[config.mk]
export PLATFORM = sky130hd
export DESIGN_NAME = gvi_group
export DESIGN_NICKNAME = d
export VERILOG_FILES = /design/src/logic/gvi_req_qual.v /design/src/logic/gvi_group.v
export VERILOG_INCLUDE_DIRS = /design/src /design/src/logic
export SDC_FILE = /design/constraint.sdc
export NUM_CORES = 1
export LEC_CHECK = 0
export BUFFER_PORTS_ARGS = -buffer_cell sky130_fd_sc_hd__clkbuf_2
export CAP_MARGIN = 20
export CORE_MARGIN = 2
export CORE_UTILIZATION = 25
export CTS_BUF_LIST = sky130_fd_sc_hd__clkbuf_16
export DETAILED_ROUTE_END_ITERATION = 7
export PLACE_DENSITY = 0.41
export SLEW_MARGIN = 20
export SYNTH_ARGS = -nofsm -noshare
export SYNTH_HDL_FRONTEND = slang
export SYNTH_SLANG_ARGS = --single-unit
[constraint.sdc]
create_clock -name i_clk_sys -period 5.5 [get_ports i_clk_sys]
set_input_delay 0 -clock i_clk_sys [delete_from_list [all_inputs] [get_ports i_clk_sys]]
set_output_delay 0 -clock i_clk_sys [all_outputs]
set_load 0.02 [all_outputs]
[src/logic/gvi_regs.vh]
// Constants for one grouped vectored interrupt controller group.
// Assumes inclusion by bare name from the design files.
`ifndef GVI_REGS_VH
`define GVI_REGS_VH

// Clock and request qualification
`define GVI_CLK_PERIOD_NS 5
`define GVI_REQ_MIN_NS 10
// Two clocks cover the minimum width; sized to fit the qualifier counter
`define GVI_REQ_MIN_CYC 4'h2

// Mode register bit positions
`define GVI_MODE_ROTATE 0
`define GVI_MODE_COMMON 1
`define GVI_MODE_POLLED 2
`define GVI_MODE_RDSEL_LO 5
`define GVI_MODE_RDSEL_HI 6
`define GVI_MODE_ARM 7
`define GVI_MODE_RESET 8'h00

// Status register bit positions
`define GVI_STAT_INT 7
`define GVI_STAT_CHAIN 6
`define GVI_STAT_ROT 5
`define GVI_STAT_POLL 4
`define GVI_STAT_ARM 3

// Reset values
`define GVI_MASK_RESET 8'hff
`define GVI_LATCH_RESET 8'h00
`define GVI_SERV_RESET 8'h00
`define GVI_ACLR_RESET 8'h00
`define GVI_ROT_RESET 3'h7

// Command opcodes, field cmd[7:5]
`define GVI_CMD_RESET 8'h00
`define GVI_OP_MODE_LOW 3'h1
`define GVI_OP_RDSEL 3'h2
`define GVI_OP_ARM 3'h3
`define GVI_OP_MASK 3'h4
`define GVI_OP_LATCH 3'h5
`define GVI_OP_PRESEL 3'h6
`define GVI_OP_SERV 3'h7

// Sub-operations, field cmd[4:3]
`define GVI_SUB_CLR_ALL 2'h0
`define GVI_SUB_SET_ALL 2'h1
`define GVI_SUB_CLR_BIT 2'h2
`define GVI_SUB_SET_BIT 2'h3

// Read selects, mode bits 6:5
`define GVI_RD_SERV 2'h0
`define GVI_RD_MASK 2'h1
`define GVI_RD_LATCH 2'h2
`define GVI_RD_ACLR 2'h3

// Data port targets
`define GVI_PS_NONE 2'h0
`define GVI_PS_MASK 2'h1
`define GVI_PS_ACLR 2'h2
`define GVI_PS_VECT 2'h3

`endif

[src/logic/gvi_req_qual.v]
// Qualifies one interrupt request line: one pulse per wide enough rising request.
// Assumes the request line is synchronous to the system clock, active high.
`timescale 1ns/1ps
`include "gvi_regs.vh"

module gvi_req_qual #(
	parameter [3:0] MIN_CYC = 4'h2
) (
	// Clock and reset
	input wire i_clk_sys,
	input wire i_srst,
	// Request line
	input wire i_req,
	// Qualified event
	output wire o_event
);

reg [3:0] width_ff;
reg armed_ff;
reg event_ff;

// A line must fall back inactive before it can count again
always @(posedge i_clk_sys) begin
	if (i_srst) begin
		width_ff <= 4'h0;
		armed_ff <= 1'b1;
		event_ff <= 1'b0;
	end else if (!i_req) begin
		width_ff <= 4'h0;
		armed_ff <= 1'b1;
		event_ff <= 1'b0;
	end else begin
		width_ff <= (width_ff == MIN_CYC) ? width_ff : width_ff + 4'h1;
		event_ff <= armed_ff && (width_ff + 4'h1 == MIN_CYC);
		if (width_ff + 4'h1 == MIN_CYC) begin
			armed_ff <= 1'b0;
		end
	end
end

assign o_event = event_ff;

endmodule // gvi_req_qual

[src/logic/gvi_group.v]
// One eight-input vectored interrupt controller group with its register set.
// Assumes one system clock, a host using one-cycle read and write strobes,
// and request lines already synchronous and active high.
`timescale 1ns/1ps
`include "gvi_regs.vh"

module gvi_group (
	// Clock and reset
	input wire i_clk_sys,
	input wire i_srst,
	// Host port
	input wire i_port_select,
	input wire i_rd_en,
	input wire i_wr_en,
	input wire [7:0] i_wdata,
	output wire [7:0] o_rdata,
	// Acknowledge
	input wire i_acknowledge_strobe,
	output wire [7:0] o_vector,
	output wire o_vector_valid,
	// Requests and group control
	input wire [7:0] i_irq,
	input wire i_chain_enable_in,
	input wire i_interrupt_enable_bit,
	output wire o_group_interrupt_out
);

////////////////////////////////////////////////////////////////////////////////
// State

reg [7:0] group_command_ff;
reg [7:0] group_mode_ff;
reg [7:0] request_latch_ff;
reg [7:0] in_service_ff;
reg [7:0] request_mask_ff;
reg [7:0] auto_clear_select_ff;
reg [1:0] presel_ff;
reg [2:0] vect_level_ff;
reg [2:0] rot_last_ff;
reg [7:0] rdata_ff;
reg [7:0] vector_ff;
reg vector_valid_ff;
reg [7:0] vect_mem [0:7];

reg [7:0] nxt_mode;
reg [7:0] nxt_latch;
reg [7:0] nxt_serv;
reg [7:0] nxt_mask;
reg [7:0] nxt_aclr;
reg [1:0] nxt_presel;
reg [2:0] nxt_vect_level;
reg [2:0] nxt_rot_last;

wire [7:0] req_event;
wire cmd_wr;
wire data_wr;
wire data_rd;
wire ctrl_rd;
wire [2:0] op;
wire [1:0] sub;
wire [7:0] bit_sel;

////////////////////////////////////////////////////////////////////////////////
// Request qualification

genvar gi;
generate
	for (gi = 0; gi < 8; gi = gi + 1) begin : g_qual
		gvi_req_qual #(
			.MIN_CYC(`GVI_REQ_MIN_CYC)
		) u_qual (
			.i_clk_sys(i_clk_sys),
			.i_srst(i_srst),
			.i_req(i_irq[gi]),
			.o_event(req_event[gi])
		);
	end
endgenerate

////////////////////////////////////////////////////////////////////////////////
// Priority and fence

// Fixed fence: level i passes only if no service bit at i or above in priority
function [7:0] fixed_fence;
	input [7:0] serv;
	integer k;
	reg blk;
	begin
		blk = 1'b0;
		fixed_fence = 8'h00;
		for (k = 0; k < 8; k = k + 1) begin
			blk = blk | serv[k];
			fixed_fence[k] = ~blk;
		end
	end
endfunction

// Winner search from a start level: just after the most recently serviced level in rotate mode, level 0 otherwise
function [3:0] pick;
	input [7:0] cand;
	input [2:0] start;
	integer k;
	reg [2:0] idx;
	begin
		pick = 4'h0;
		for (k = 7; k >= 0; k = k - 1) begin
			idx = start + k[2:0];
			if (cand[idx]) begin
				pick = {1'b1, idx};
			end
		end
	end
endfunction

wire rotate = group_mode_ff[`GVI_MODE_ROTATE];
wire polled = group_mode_ff[`GVI_MODE_POLLED];
wire armed = group_mode_ff[`GVI_MODE_ARM];
wire [7:0] fence = rotate ? {8{~|in_service_ff}} : fixed_fence(in_service_ff);
wire [7:0] candidates = request_latch_ff & ~request_mask_ff & fence;
wire [2:0] search_start = rotate ? rot_last_ff + 3'h1 : 3'h0;
wire [3:0] winner = pick(candidates, search_start);
wire group_pending = (|candidates) & i_chain_enable_in & armed & i_interrupt_enable_bit;
// Polled mode only silences the pin; status still shows pending work
wire group_int = group_pending & ~polled;
wire ack_take = i_acknowledge_strobe & i_chain_enable_in & winner[3];

////////////////////////////////////////////////////////////////////////////////
// Host decode

assign cmd_wr = i_wr_en & i_port_select;
assign data_wr = i_wr_en & ~i_port_select;
assign ctrl_rd = i_rd_en & i_port_select;
assign data_rd = i_rd_en & ~i_port_select;
assign op = group_command_ff[7:5];
assign sub = i_wdata[4:3];
assign bit_sel = 8'h01 << i_wdata[2:0];

always @* begin
	nxt_mode = group_mode_ff;
	nxt_latch = request_latch_ff;
	nxt_serv = in_service_ff;
	nxt_mask = request_mask_ff;
	nxt_aclr = auto_clear_select_ff;
	nxt_presel = presel_ff;
	nxt_vect_level = vect_level_ff;
	nxt_rot_last = rot_last_ff;
	if (cmd_wr) begin
		if (i_wdata == `GVI_CMD_RESET) begin
			nxt_mode = `GVI_MODE_RESET;
			nxt_latch = `GVI_LATCH_RESET;
			nxt_serv = `GVI_SERV_RESET;
			nxt_mask = `GVI_MASK_RESET;
			nxt_aclr = `GVI_ACLR_RESET;
			nxt_presel = `GVI_PS_NONE;
			nxt_rot_last = `GVI_ROT_RESET;
		end else begin
			case (i_wdata[7:5])
			`GVI_OP_MODE_LOW: begin
				nxt_mode[4:0] = i_wdata[4:0];
			end
			`GVI_OP_RDSEL: begin
				nxt_mode[`GVI_MODE_RDSEL_HI:`GVI_MODE_RDSEL_LO] = i_wdata[1:0];
			end
			`GVI_OP_ARM: begin
				nxt_mode[`GVI_MODE_ARM] = i_wdata[0];
			end
			`GVI_OP_MASK: begin
				case (sub)
				`GVI_SUB_CLR_ALL: nxt_mask = 8'h00;
				`GVI_SUB_SET_ALL: nxt_mask = 8'hff;
				`GVI_SUB_CLR_BIT: nxt_mask = request_mask_ff & ~bit_sel;
				default: nxt_mask = request_mask_ff | bit_sel;
				endcase
			end
			`GVI_OP_LATCH: begin
				case (sub)
				`GVI_SUB_CLR_ALL: nxt_latch = 8'h00;
				`GVI_SUB_SET_ALL: nxt_latch = 8'hff;
				`GVI_SUB_CLR_BIT: nxt_latch = request_latch_ff & ~bit_sel;
				default: nxt_latch = request_latch_ff | bit_sel;
				endcase
			end
			`GVI_OP_PRESEL: begin
				case (sub)
				`GVI_SUB_CLR_ALL: nxt_presel = `GVI_PS_MASK;
				`GVI_SUB_SET_ALL: nxt_presel = `GVI_PS_ACLR;
				default: begin
					nxt_presel = `GVI_PS_VECT;
					nxt_vect_level = i_wdata[2:0];
				end
				endcase
			end
			default: begin
				// Service bit clear, all or one level; fence drops back
				if (i_wdata[3]) begin
					nxt_serv = in_service_ff & ~bit_sel;
				end else begin
					nxt_serv = 8'h00;
				end
			end
			endcase
		end
	end else if (data_wr) begin
		if (presel_ff == `GVI_PS_MASK) begin
			nxt_mask = i_wdata;
		end else if (presel_ff == `GVI_PS_ACLR) begin
			nxt_aclr = i_wdata;
		end else if (presel_ff == `GVI_PS_VECT) begin
			// One byte per preselect; a second write is dropped
			nxt_presel = `GVI_PS_NONE;
		end
	end
	// Hardware sets come last so a same-cycle clear loses no event, except under the reset command
	if (!(cmd_wr && i_wdata == `GVI_CMD_RESET)) begin
		nxt_latch = nxt_latch | req_event;
		if (ack_take) begin
			nxt_latch[winner[2:0]] = req_event[winner[2:0]];
			nxt_serv[winner[2:0]] = ~auto_clear_select_ff[winner[2:0]];
			if (rotate) begin
				nxt_rot_last = winner[2:0];
			end
		end
	end
end

////////////////////////////////////////////////////////////////////////////////
// Registers

always @(posedge i_clk_sys) begin
	if (i_srst) begin
		group_command_ff <= `GVI_CMD_RESET;
		group_mode_ff <= `GVI_MODE_RESET;
		request_latch_ff <= `GVI_LATCH_RESET;
		in_service_ff <= `GVI_SERV_RESET;
		request_mask_ff <= `GVI_MASK_RESET;
		auto_clear_select_ff <= `GVI_ACLR_RESET;
		presel_ff <= `GVI_PS_NONE;
		vect_level_ff <= 3'h0;
		rot_last_ff <= `GVI_ROT_RESET;
	end else begin
		if (cmd_wr) begin
			group_command_ff <= i_wdata;
		end
		group_mode_ff <= nxt_mode;
		request_latch_ff <= nxt_latch;
		in_service_ff <= nxt_serv;
		request_mask_ff <= nxt_mask;
		auto_clear_select_ff <= nxt_aclr;
		presel_ff <= nxt_presel;
		vect_level_ff <= nxt_vect_level;
		rot_last_ff <= nxt_rot_last;
	end
end

// Vector store keeps its contents through software and power-up reset
always @(posedge i_clk_sys) begin
	if (data_wr && presel_ff == `GVI_PS_VECT) begin
		vect_mem[vect_level_ff] <= i_wdata;
	end
end

////////////////////////////////////////////////////////////////////////////////
// Read and acknowledge answers

wire [7:0] status = {group_pending, i_chain_enable_in, rotate, polled, armed, 3'b000};

always @(posedge i_clk_sys) begin
	if (i_srst) begin
		rdata_ff <= 8'h00;
		vector_ff <= 8'h00;
		vector_valid_ff <= 1'b0;
	end else begin
		if (ctrl_rd) begin
			rdata_ff <= status;
		end else if (data_rd) begin
			// Vector store is never offered here
			case (group_mode_ff[`GVI_MODE_RDSEL_HI:`GVI_MODE_RDSEL_LO])
			`GVI_RD_SERV: rdata_ff <= in_service_ff;
			`GVI_RD_MASK: rdata_ff <= request_mask_ff;
			`GVI_RD_LATCH: rdata_ff <= request_latch_ff;
			default: rdata_ff <= auto_clear_select_ff;
			endcase
		end
		vector_valid_ff <= ack_take;
		if (ack_take) begin
			vector_ff <= group_mode_ff[`GVI_MODE_COMMON] ? vect_mem[0] : vect_mem[winner[2:0]];
		end
	end
end

assign o_rdata = rdata_ff;
assign o_vector = vector_ff;
assign o_vector_valid = vector_valid_ff;
assign o_group_interrupt_out = group_int;

endmodule // gvi_group

* Yosys cells after proc, flatten, opt, wreduce, memory -nomap -nowiden
Memory sizes are Yosys's and may differ from the RTL's.
Cells that the tools add are included.
** Word-level totals
- Output and inout bits :: 18
- Word-level logic and storage cells :: 271
- Memories kept :: 1
- Bits in registers :: 111
- Memory bits (writable) :: 64
** Memories
- vect_mem :: depth 8, bits a word 8, rd ports 2, clocked after memory_dff 0, write ports 1, RTL line gvi_group.v:43 : reg [7:0] vect_mem [0:7];
** Cells by class
- Mux-type cells :: 80
- Bitwise gates (word level) :: 48
- Shifts and indexed selects :: 1
- Equal/unequal tests :: 34
- Reduce and logical (&&, ||, !) cells :: 43
- Add/subtract/negate cells :: 16
- Magnitude comparators :: 10
** Operator list (count)
- $mux 8 :: 26
- $pmux 8 s3 :: 3
- $eq 4x2->1 const B :: 16
- $and 8x8->8 :: 5
- $lt 3x4->1 const B :: 9
- $add 4x1->4 const B :: 8
- $mux 4 :: 8
- $bmux 1 s3 :: 10
- $or 8x8->8 :: 3
- $not 1->1 :: 21
- $reduce_or 2->1 :: 10
- $mux 3 :: 6
- $bwmux 8 :: 2
- $mux 2 :: 8
- $not 8->8 :: 2
- $reduce_bool 2->1 :: 8
- $reduce_or 8->1 :: 2
- $mux 1 :: 14
- $add 3x3->3 const B :: 4
- $logic_and 1x1->1 :: 11
- $and 1x1->1 :: 10
- $eq 3x3->1 const B :: 3
- $eq 2x2->1 const B :: 4
- $logic_not 8->1 :: 1
- 21 further kinds :: 38

* Longest topological paths before layout
Gate-level depths: netlist of run 1.
- Word-level depth :: 27
- Gate-level depth with buffers :: 17

* By module
A second synthesis of run 1 with hierarchy kept.
** Second synthesis, totals
- Cell total of the unflattened synthesis :: 1093
- Area total of the unflattened synthesis :: 10112.2 sq um
** By module, submodules not included
- gvi_group :: cells each 813, seq. area each 3183.1 sq um, instances 1, area an instance 7429.6 sq um
- gvi_req_qual :: cells each 35, seq. area each 120.1 sq um, instances 8, area an instance 335.3 sq um

* Worst setup path before layout of run 1
Ideal clock, no wire load.
- Kind :: register to register
- From :: register rot_last_ff[0]
- To :: register vector_ff[1] (netlist: o_vector[1])
- Setup time :: 0.085 ns
- Buffers on the path :: 2
- Cell stages (with the launch flop) :: 16
- Data arrival time :: 4.010 ns
- Required time :: 5.415 ns
- Slack :: 1.406 ns
- Path through :: dfxtp_1 ha_1 clkbuf_1 nand2_1 ha_1 xnor2_1 mux2_2 a21oi_1 nand2_1 or4b_1 and3_1 buf_2 a21oi_4 o221ai_1 o311a_1 o31ai_2
** On the way
- Cells in the longest elaborated chain, start to end :: 15
- Elaborated cells between the ends (all ways) :: 36
- Those cells by class :: add/sub (8); mux (26); bitwise (1); memory (1)
** Ends and longest elaborated chain
- start: declaration :: RTL line gvi_group.v:39 : reg [2:0] rot_last_ff;
- start signal: assignment :: RTL line gvi_group.v:239 : rot_last_ff <= `GVI_ROT_RESET;
- start signal: assignment :: RTL line gvi_group.v:251 : rot_last_ff <= nxt_rot_last;
- $add 3x1->3 * :: RTL line gvi_group.v:120 : wire [2:0] search_start = rotate ? rot_last_ff + 3'h1 : 3'h0;
- $mux 3 * :: RTL line gvi_group.v:120
- $add 3x3->3 :: RTL line gvi_group.v:107 : idx = start + k[2:0];
- $bmux 1 s3 :: RTL line gvi_group.v:108 : if (cand[idx]) begin
- $mux 1 (implied by the code) :: RTL line gvi_group.v:108
- $mux 4 (7 in series) :: RTL line gvi_group.v:108
- $mux 4 * :: RTL line gvi_group.v:108
- $mem_v2 8x8
- $mux 8 :: RTL line gvi_group.v:286 : vector_ff <= group_mode_ff[`GVI_MODE_COMMON] ? vect_mem[0] : vect_mem[winner[2:0]];
- end signal: assignment :: RTL line gvi_group.v:286
- end: declaration :: RTL line gvi_group.v:41 : reg [7:0] vector_ff;
Mark *: on every way between the ends. The rest lies on a longest branch, timed or not. The select of a mux whose other input is x is not followed.
A chain may end at the register's enable or synchronous reset.

* Final worst setup path of run 1
- From :: register rot_last_ff[0]
- To :: register vector_ff[7] (netlist: o_vector[7])
The elaborated chain is that of the path after synthesis.

==> metrics.md, run 1 <==
| Metric | Value |
|---|---|
| FILL cells | 4034 |
| Sw Pwr | 680 µW |
| Layout cells sized above 1 | 11.9% |
| Standard-cell rows | 71 |
| PortBufs | 41 |
| Synth warn | 0 |
| Sw frac | 24.5% |
| Synthesized area per cell | 9.00 µm² |
| First drt pass iteration count | 5 |
| Static Leakage | 4.08 nW |
| Vias post-DR | 7936 |
| Mapped Area | 9540 µm² |
| Slew Limit Headroom | 29.7% |
| Worst-margin pin slew | 1050 ps |
| # diodes | 0 |
| Status | complete, no violations |
| Crit-path max FO | 31 |
| CTS root buf | clkbuf_16 |
| Crit Path Class | flop to flop |
| Die Width | 199 µm |
| Reg-to-reg startpoint | rot_last_ff[0] |
| Via density | 4.88 |
| Placer Congestion | 0.842 |
| Clk buf depth | 2 |
| Sink Count | 175 |
| Register area | 4140 µm² |
| Initial Util | 25.3% |
| Chip height | 199 µm |
| Critical Path RT | 5860 ps |
| Vias in the first global route | 7440 |
| Initial antenna violation count | 0 |
| Final worst setup slack | 708 ps |
| R2r setup slk | 710 ps |
| Max H-tree Level | 4 |
| Mapped Cells | 1061 |
| Clock transition at path regs | 70 ps |
| Critical path capture point type | flop |
| Power share of the sequential group | 49.7% |
| Ports | 42 |
| Hold endpoint | o_rdata[6] |
| Synth area leaders | dfxtp_1, edfxtp_1, nor2_1, nand2_1, a21oi_1 |
| Largest net degree at the start of global routing | 32 |
| PD cells | 252 nW/µm² |
| Leading area contributor after synthesis | dfxtp_1 |
| Gate power share | 6.2% |
| Fin crit share | 87.1% |
| R2R depth | 16 |
| Routed len/inst | 17.8 µm |
| Cell area after layout | 11000 µm² |
| CTS tree | yes |
| Crit start category | flop |
| Hold crit path type | input port to flop |
| Final Hold Vio Count | 0 |
| Die area | 39800 µm² |
| CTS buffer count | 17 |
| Area delta synth->final | 15.3% |
| Top cell type's share of synthesized area | 23.3% |
| DR iter-0 viols | 478 |
| Skew-Pair Late Insertion Delay | 430 ps |
| WL final | 28900 µm |
| Final ANT Viol Nets | 0 |
| Fin nets | 1154 |
| VDD IR max | 0.168 mV |
| Number of enable flip-flop cells after synthesis | 64 |
| Most frequent cell after synthesis | nor2_1 |
| Reg2reg end | o_vector[7] |
| FMAX | 209 MHz |
| CORE AREA | 37700 µm² |
| Max-Cap Viols | 0 |
| Synth Register Bits | 175 |
| GRT Total Usage | 14.7% |
| Final core utilization | 29.2% |
| DP Worst Slack | 803 ps |
| Count of pins over their slew limit | 0 |
| Grt total ovfl | 0 |
| Global-route wire length before repair | 44400 µm |
| Register area share after synthesis | 43.4% |
| Ys async rst share | 0% |
| Top FF cell, synth | dfxtp_1 |
| Hold path depth | 3 |
| Int Power | 2.10 mW |
| Clk_skew | 11.2 ps |
| DP Area | 10300 µm² |
| Synth top cells by count | nor2_1, nand2_1, dfxtp_1 |
| Worst EP arrival | 5150 ps |
| Post-synth cell types | 76 |
| Mapped Nets | 1113 |
| Clock power share | 44.0% |
| Final Setup Violations | 0 |
| Min Tclk post-route | 4790 ps |
| Hold Startpoint | i_chain_enable_in |
| RSZ-0062 raised after global routing | false |
| Post-DP HPWL | 20900 µm |
| Setup TNS | 0 ps |
| Area of the multi-input gates | 5040 µm² |
| Residual DRC | 0 |
==> worst max path at each step <==
stage	startpoint	endpoint	cells past startpoint
2_1_floorplan	rot_last_ff[0]	o_vector[1]	15
3_3_place_gp	rot_last_ff[0]	o_vector[7]	16
3_5_place_dp	rot_last_ff[0]	o_vector[6]	16
4_1_cts	rot_last_ff[0]	o_vector[6]	16
5_1_grt	rot_last_ff[0]	o_vector[7]	16
6_report	rot_last_ff[0]	o_vector[7]	16
==> metrics by stage <==
step	instances	hold WS (ps)	power, mW
after global routing	1626	44.3	2.88
after global placement	1584	313	1.58
after CTS	1626	4.27	2.82
final	1626	6.99	2.78
after floorplan	1061	98.9	1.51
after detailed placement	1584	321	1.58
==> logic make-up after synthesis <==
kind of cell             count (synthesis)  synth area share (%)
AO/OA/AOI/OAI                          256                  17.9
XOR/XNOR                                29                  2.66
adder cells (fa/ha/maj)                 28                  3.67
buffers and inverters                   89                  3.81
flip-flops                             175                  43.4
multiplexers                            52                  7.16
AND/OR/NAND/NOR                        432                  21.3
==> cell usage in the layout (no fill, tap or decap), types with 8 or more instances in the layout <==
master	n
and3_1	10
a31oi_1	8
dfxtp_1	111
a211oi_1	12
nand2_1	130
mux4_2	12
nor3_1	32
xnor2_1	11
xor2_1	18
nand3_1	36
edfxtp_1	64
nor2b_1	14
clkbuf_16	17
a21o_1	12
ha_1	28
dlygate4sd3_1	10
buf_4	18
nand2b_1	32
a21oi_1	76
o211ai_1	10
nor2_1	131
or3_1	10
mux2_2	10
mux2i_1	30
o22ai_1	9
o21ai_0	50
clkbuf_2	41
inv_1	42
==> state kept, by name (all words and copies together) (netlist names) <==
signal,count
vect_mem,64
g_qual.u_qual.width_ff,32
auto_clear_select_ff,8
g_qual.u_qual.armed_ff,8
g_qual.u_qual.o_event,8
in_service_ff,8
o_rdata,8
o_vector,8
request_latch_ff,8
request_mask_ff,8
group_mode_ff,6
rot_last_ff,3
vect_level_ff,3
presel_ff,2
o_vector_valid,1
==> worst max-delay path: stages, from the launching register on <==
cell and delay (ps):
dfxtp_1 310, ha_1 440, nand2_1 360, inv_1 180
ha_1 270, xnor2_1 500, mux4_2 440, a311o_1 340
a41oi_1 270, o21ai_1 140, buf_4 210, nand2_1 60
buf_4 400, mux2i_1 130, a2111oi_0 440, nand2_1 140
o31ai_2 70
==> layout make-up <==
class | count | share of cell area, %
Clock buffer | 17 | 3.86
Clock inverter | 15 | 1.44
Inverter | 42 | 1.43
Multi-Input combinational cell | 797 | 45.8
Sequential cell | 175 | 37.6
Tap cell | 511 | 5.81
Timing Repair Buffer | 69 | 4.00
==> routing by layer <==
metal	vias up	part of all wire, %	global-route usage, %
li1	3913	-	-
met3	38	3.7	2.19
met5	-	0	0
met4	0	2.2	4.72
met2	174	46	23.8
met1	3811	48	20.2
==> power groups by stage <==
stage                     sequential [mW]  clock, mW  combinational [mW]
after floorplan                      1.40          0               0.108
after global placement               1.41          0               0.170
after detailed placement             1.41          0               0.170
after CTS                            1.38       1.26               0.176
after global routing                 1.38       1.30               0.196
final                                1.38       1.22               0.173
==> timing repair <==
action,CTS,global route
setup buffers,0,0
hold buffers,10,0
gates resized for setup,0,0
hold endpoints to repair,54,0
No activity file was read; power rests on OpenSTA's default activity.
==> inputs of run 2 (changes only) <==
--- a/config.mk
+++ b/config.mk
@@ -9,10 +9,10 @@
 export BUFFER_PORTS_ARGS = -buffer_cell sky130_fd_sc_hd__clkbuf_2
 export CAP_MARGIN = 20
 export CORE_MARGIN = 2
-export CORE_UTILIZATION = 25
+export CORE_UTILIZATION = 30
 export CTS_BUF_LIST = sky130_fd_sc_hd__clkbuf_16
 export DETAILED_ROUTE_END_ITERATION = 7
-export PLACE_DENSITY = 0.41
+export PLACE_DENSITY = 0.47
 export SLEW_MARGIN = 20
 export SYNTH_ARGS = -nofsm -noshare
 export SYNTH_HDL_FRONTEND = slang
==> metrics.md, run 2 (synthesis results as in run 1) <==
| Metric | Value |
|---|---|
| PortBufs | 41 |
| Critical Path RT | 5870 ps |
| Clk_skew | 11.5 ps |
| Area delta synth->final | 13.8% |
| Skew-Pair Late Insertion Delay | 430 ps |
| Clock transition at path regs | 70 ps |
| Vias in the first global route | 7440 |
| Final ANT Viol Nets | 0 |
| # diodes | 0 |
| Min Tclk post-route | 4790 ps |
| VDD IR max | 0.181 mV |
| Fin crit share | 87.0% |
| Crit start category | flop |
| Worst EP arrival | 5150 ps |
| Final Setup Violations | 0 |
| Initial antenna violation count | 0 |
| Worst-margin pin slew | 1150 ps |
| Top reg by flops | vect_mem |
| Max-Cap Viols | 0 |
| Residual DRC | 0 |
| Critical Path Slowest Stage Cell | nor2_1 |
| Die Width | 182 µm |
| Sink Count | 175 |
| Layout cells sized above 1 | 11.7% |
| Crit-path max FO | 13 |
| Post-route insts no fill | 1517 |
| Global-route wire length before repair | 43000 µm |
| First drt pass iteration count | 5 |
| FMAX | 209 MHz |
| RSZ-0062 raised after global routing | false |
| Chip height | 182 µm |
| Clk buf depth | 2 |
| Setup TNS | 0 ps |
| CTS buffer count | 17 |
| Routed len/inst | 18.0 µm |
| CP max stage delay | 870 ps |
| CTS tree | yes |
| Total Power | 2.75 mW |
| Post-DP HPWL | 19400 µm |
| Post-CTS Resized | 0 |
| Vias post-DR | 7906 |
| Grt total ovfl | 0 |
| Critical path capture point type | flop |
| Count of hold-fix buffers inserted at cts | 11 |
| Die area | 33300 µm² |
| Crit-path most repeated cell | ha_1 |
| Most frequent cells in the layout | nor2_1, nand2_1, dfxtp_1, a21oi_1, edfxtp_1 |
| Worst hold slack | 58.4 ps |
| Standard-cell rows | 65 |
| Critical path, cell by cell | ha_1, nand2_1, inv_1, ha_1, xnor2_1, mux4_2, a221o_1, or4b_1, nand3_1, buf_4, nor2_1, a311o_1, o311ai_1, a21oi_1 |
| PD cells | 253 nW/µm² |
| Initial Util | 30.3% |
| CTS root buf | clkbuf_16 |
| Ports | 42 |
| Largest register FFs | 64 |
| Post-CTS Setup Inserts | 0 |
| Via density | 5.21 |
| Slew Limit Headroom | 22.8% |
| Placer Congestion | 0.900 |
| Biggest registers after layout | vect_mem: 64 flops, g_qual.u_qual.width_ff: 32 flops |
| WL final | 27400 µm |
| Most common cell after layout, fill and taps aside | nor2_1 |
| Status | complete, no violations |
| Hold crit path type | input port to flop |
| Final Hold Vio Count | 0 |
| Crit Path Class | flop to flop |
| Inst Count DP | 1474 |
| GRT Total Usage | 16.8% |
| FILL cells | 3232 |
| Fin nets | 1154 |
| Largest net degree at the start of global routing | 36 |
| Static Leakage | 4.08 nW |
| Count of pins over their slew limit | 0 |
| CORE AREA | 31500 µm² |
| Max H-tree Level | 4 |
| DR iter-0 viols | 746 |
-- run 2: cell type report --
type / count / area, µm² / share of cell area (%)
multi-input cells: 797 / 5040 / 46.4
flip-flops and latches: 175 / 4140 / 38.1
well taps: 402 / 503 / 4.63
clock buffers: 18 / 450 / 4.15
repair buffers: 69 / 443 / 4.08
inverters: 42 / 158 / 1.45
clock inverters: 14 / 129 / 1.19
-- run 2: path summary, 6_finish.rpt --
check,startpoint,endpoint,slack [ps],cells past startpoint
worst max-delay path,rot_last_ff[0],o_vector[0],710,14
worst max register to register,rot_last_ff[0],o_vector[0],710,14
worst min-delay path,i_wdata[1],auto_clear_select_ff[1],60,4
worst min register to register,g_qual[2].u_qual.armed_ff,g_qual[2].u_qual.o_event,440,2
-- run 2: per-layer routing --
layer / routed length [µm] / GRT usage, % / part of all wire (%) / up-vias
met2: 12700 / 26.5 / 46 / 189
met1: 12800 / 22.8 / 47 / 3751
met4: 709 / 6.23 / 2.6 / 0
met3: 1190 / 3.13 / 4.3 / 37
li1: - / - / - / 3929
met5: 0 / 0 / 0 / -
-- run 2: critical path, delay by kind of cell, from the launching register on --
family | cells | cell delay, ps
AOI/OAI and AO/OA | 4 | 840
xor gates and xnor gates | 1 | 490
adders and majority gates | 2 | 720
buffers and inverters | 2 | 360
DFF | 1 | 310
muxes | 1 | 440
and+or+nand+nor | 4 | 1540
-- run 2: power breakdown --
part	internal [mW]	switching (mW)	leakage, nW
clock	0.659	0.540	0.295
sequential	1.36	0.0212	1.48
combinational	0.0609	0.111	2.31
-- run 2: metrics by stage --
stage | area (µm²) | setup slack (ps) | utilization, %
after floorplan | 9540 | 1410 | -
after global placement | 10200 | 855 | 32.3
after detailed placement | 10200 | 838 | 32.3
after CTS | 10900 | 801 | 34.5
after global routing | 10900 | 351 | 34.5
final | 10900 | 712 | 34.5
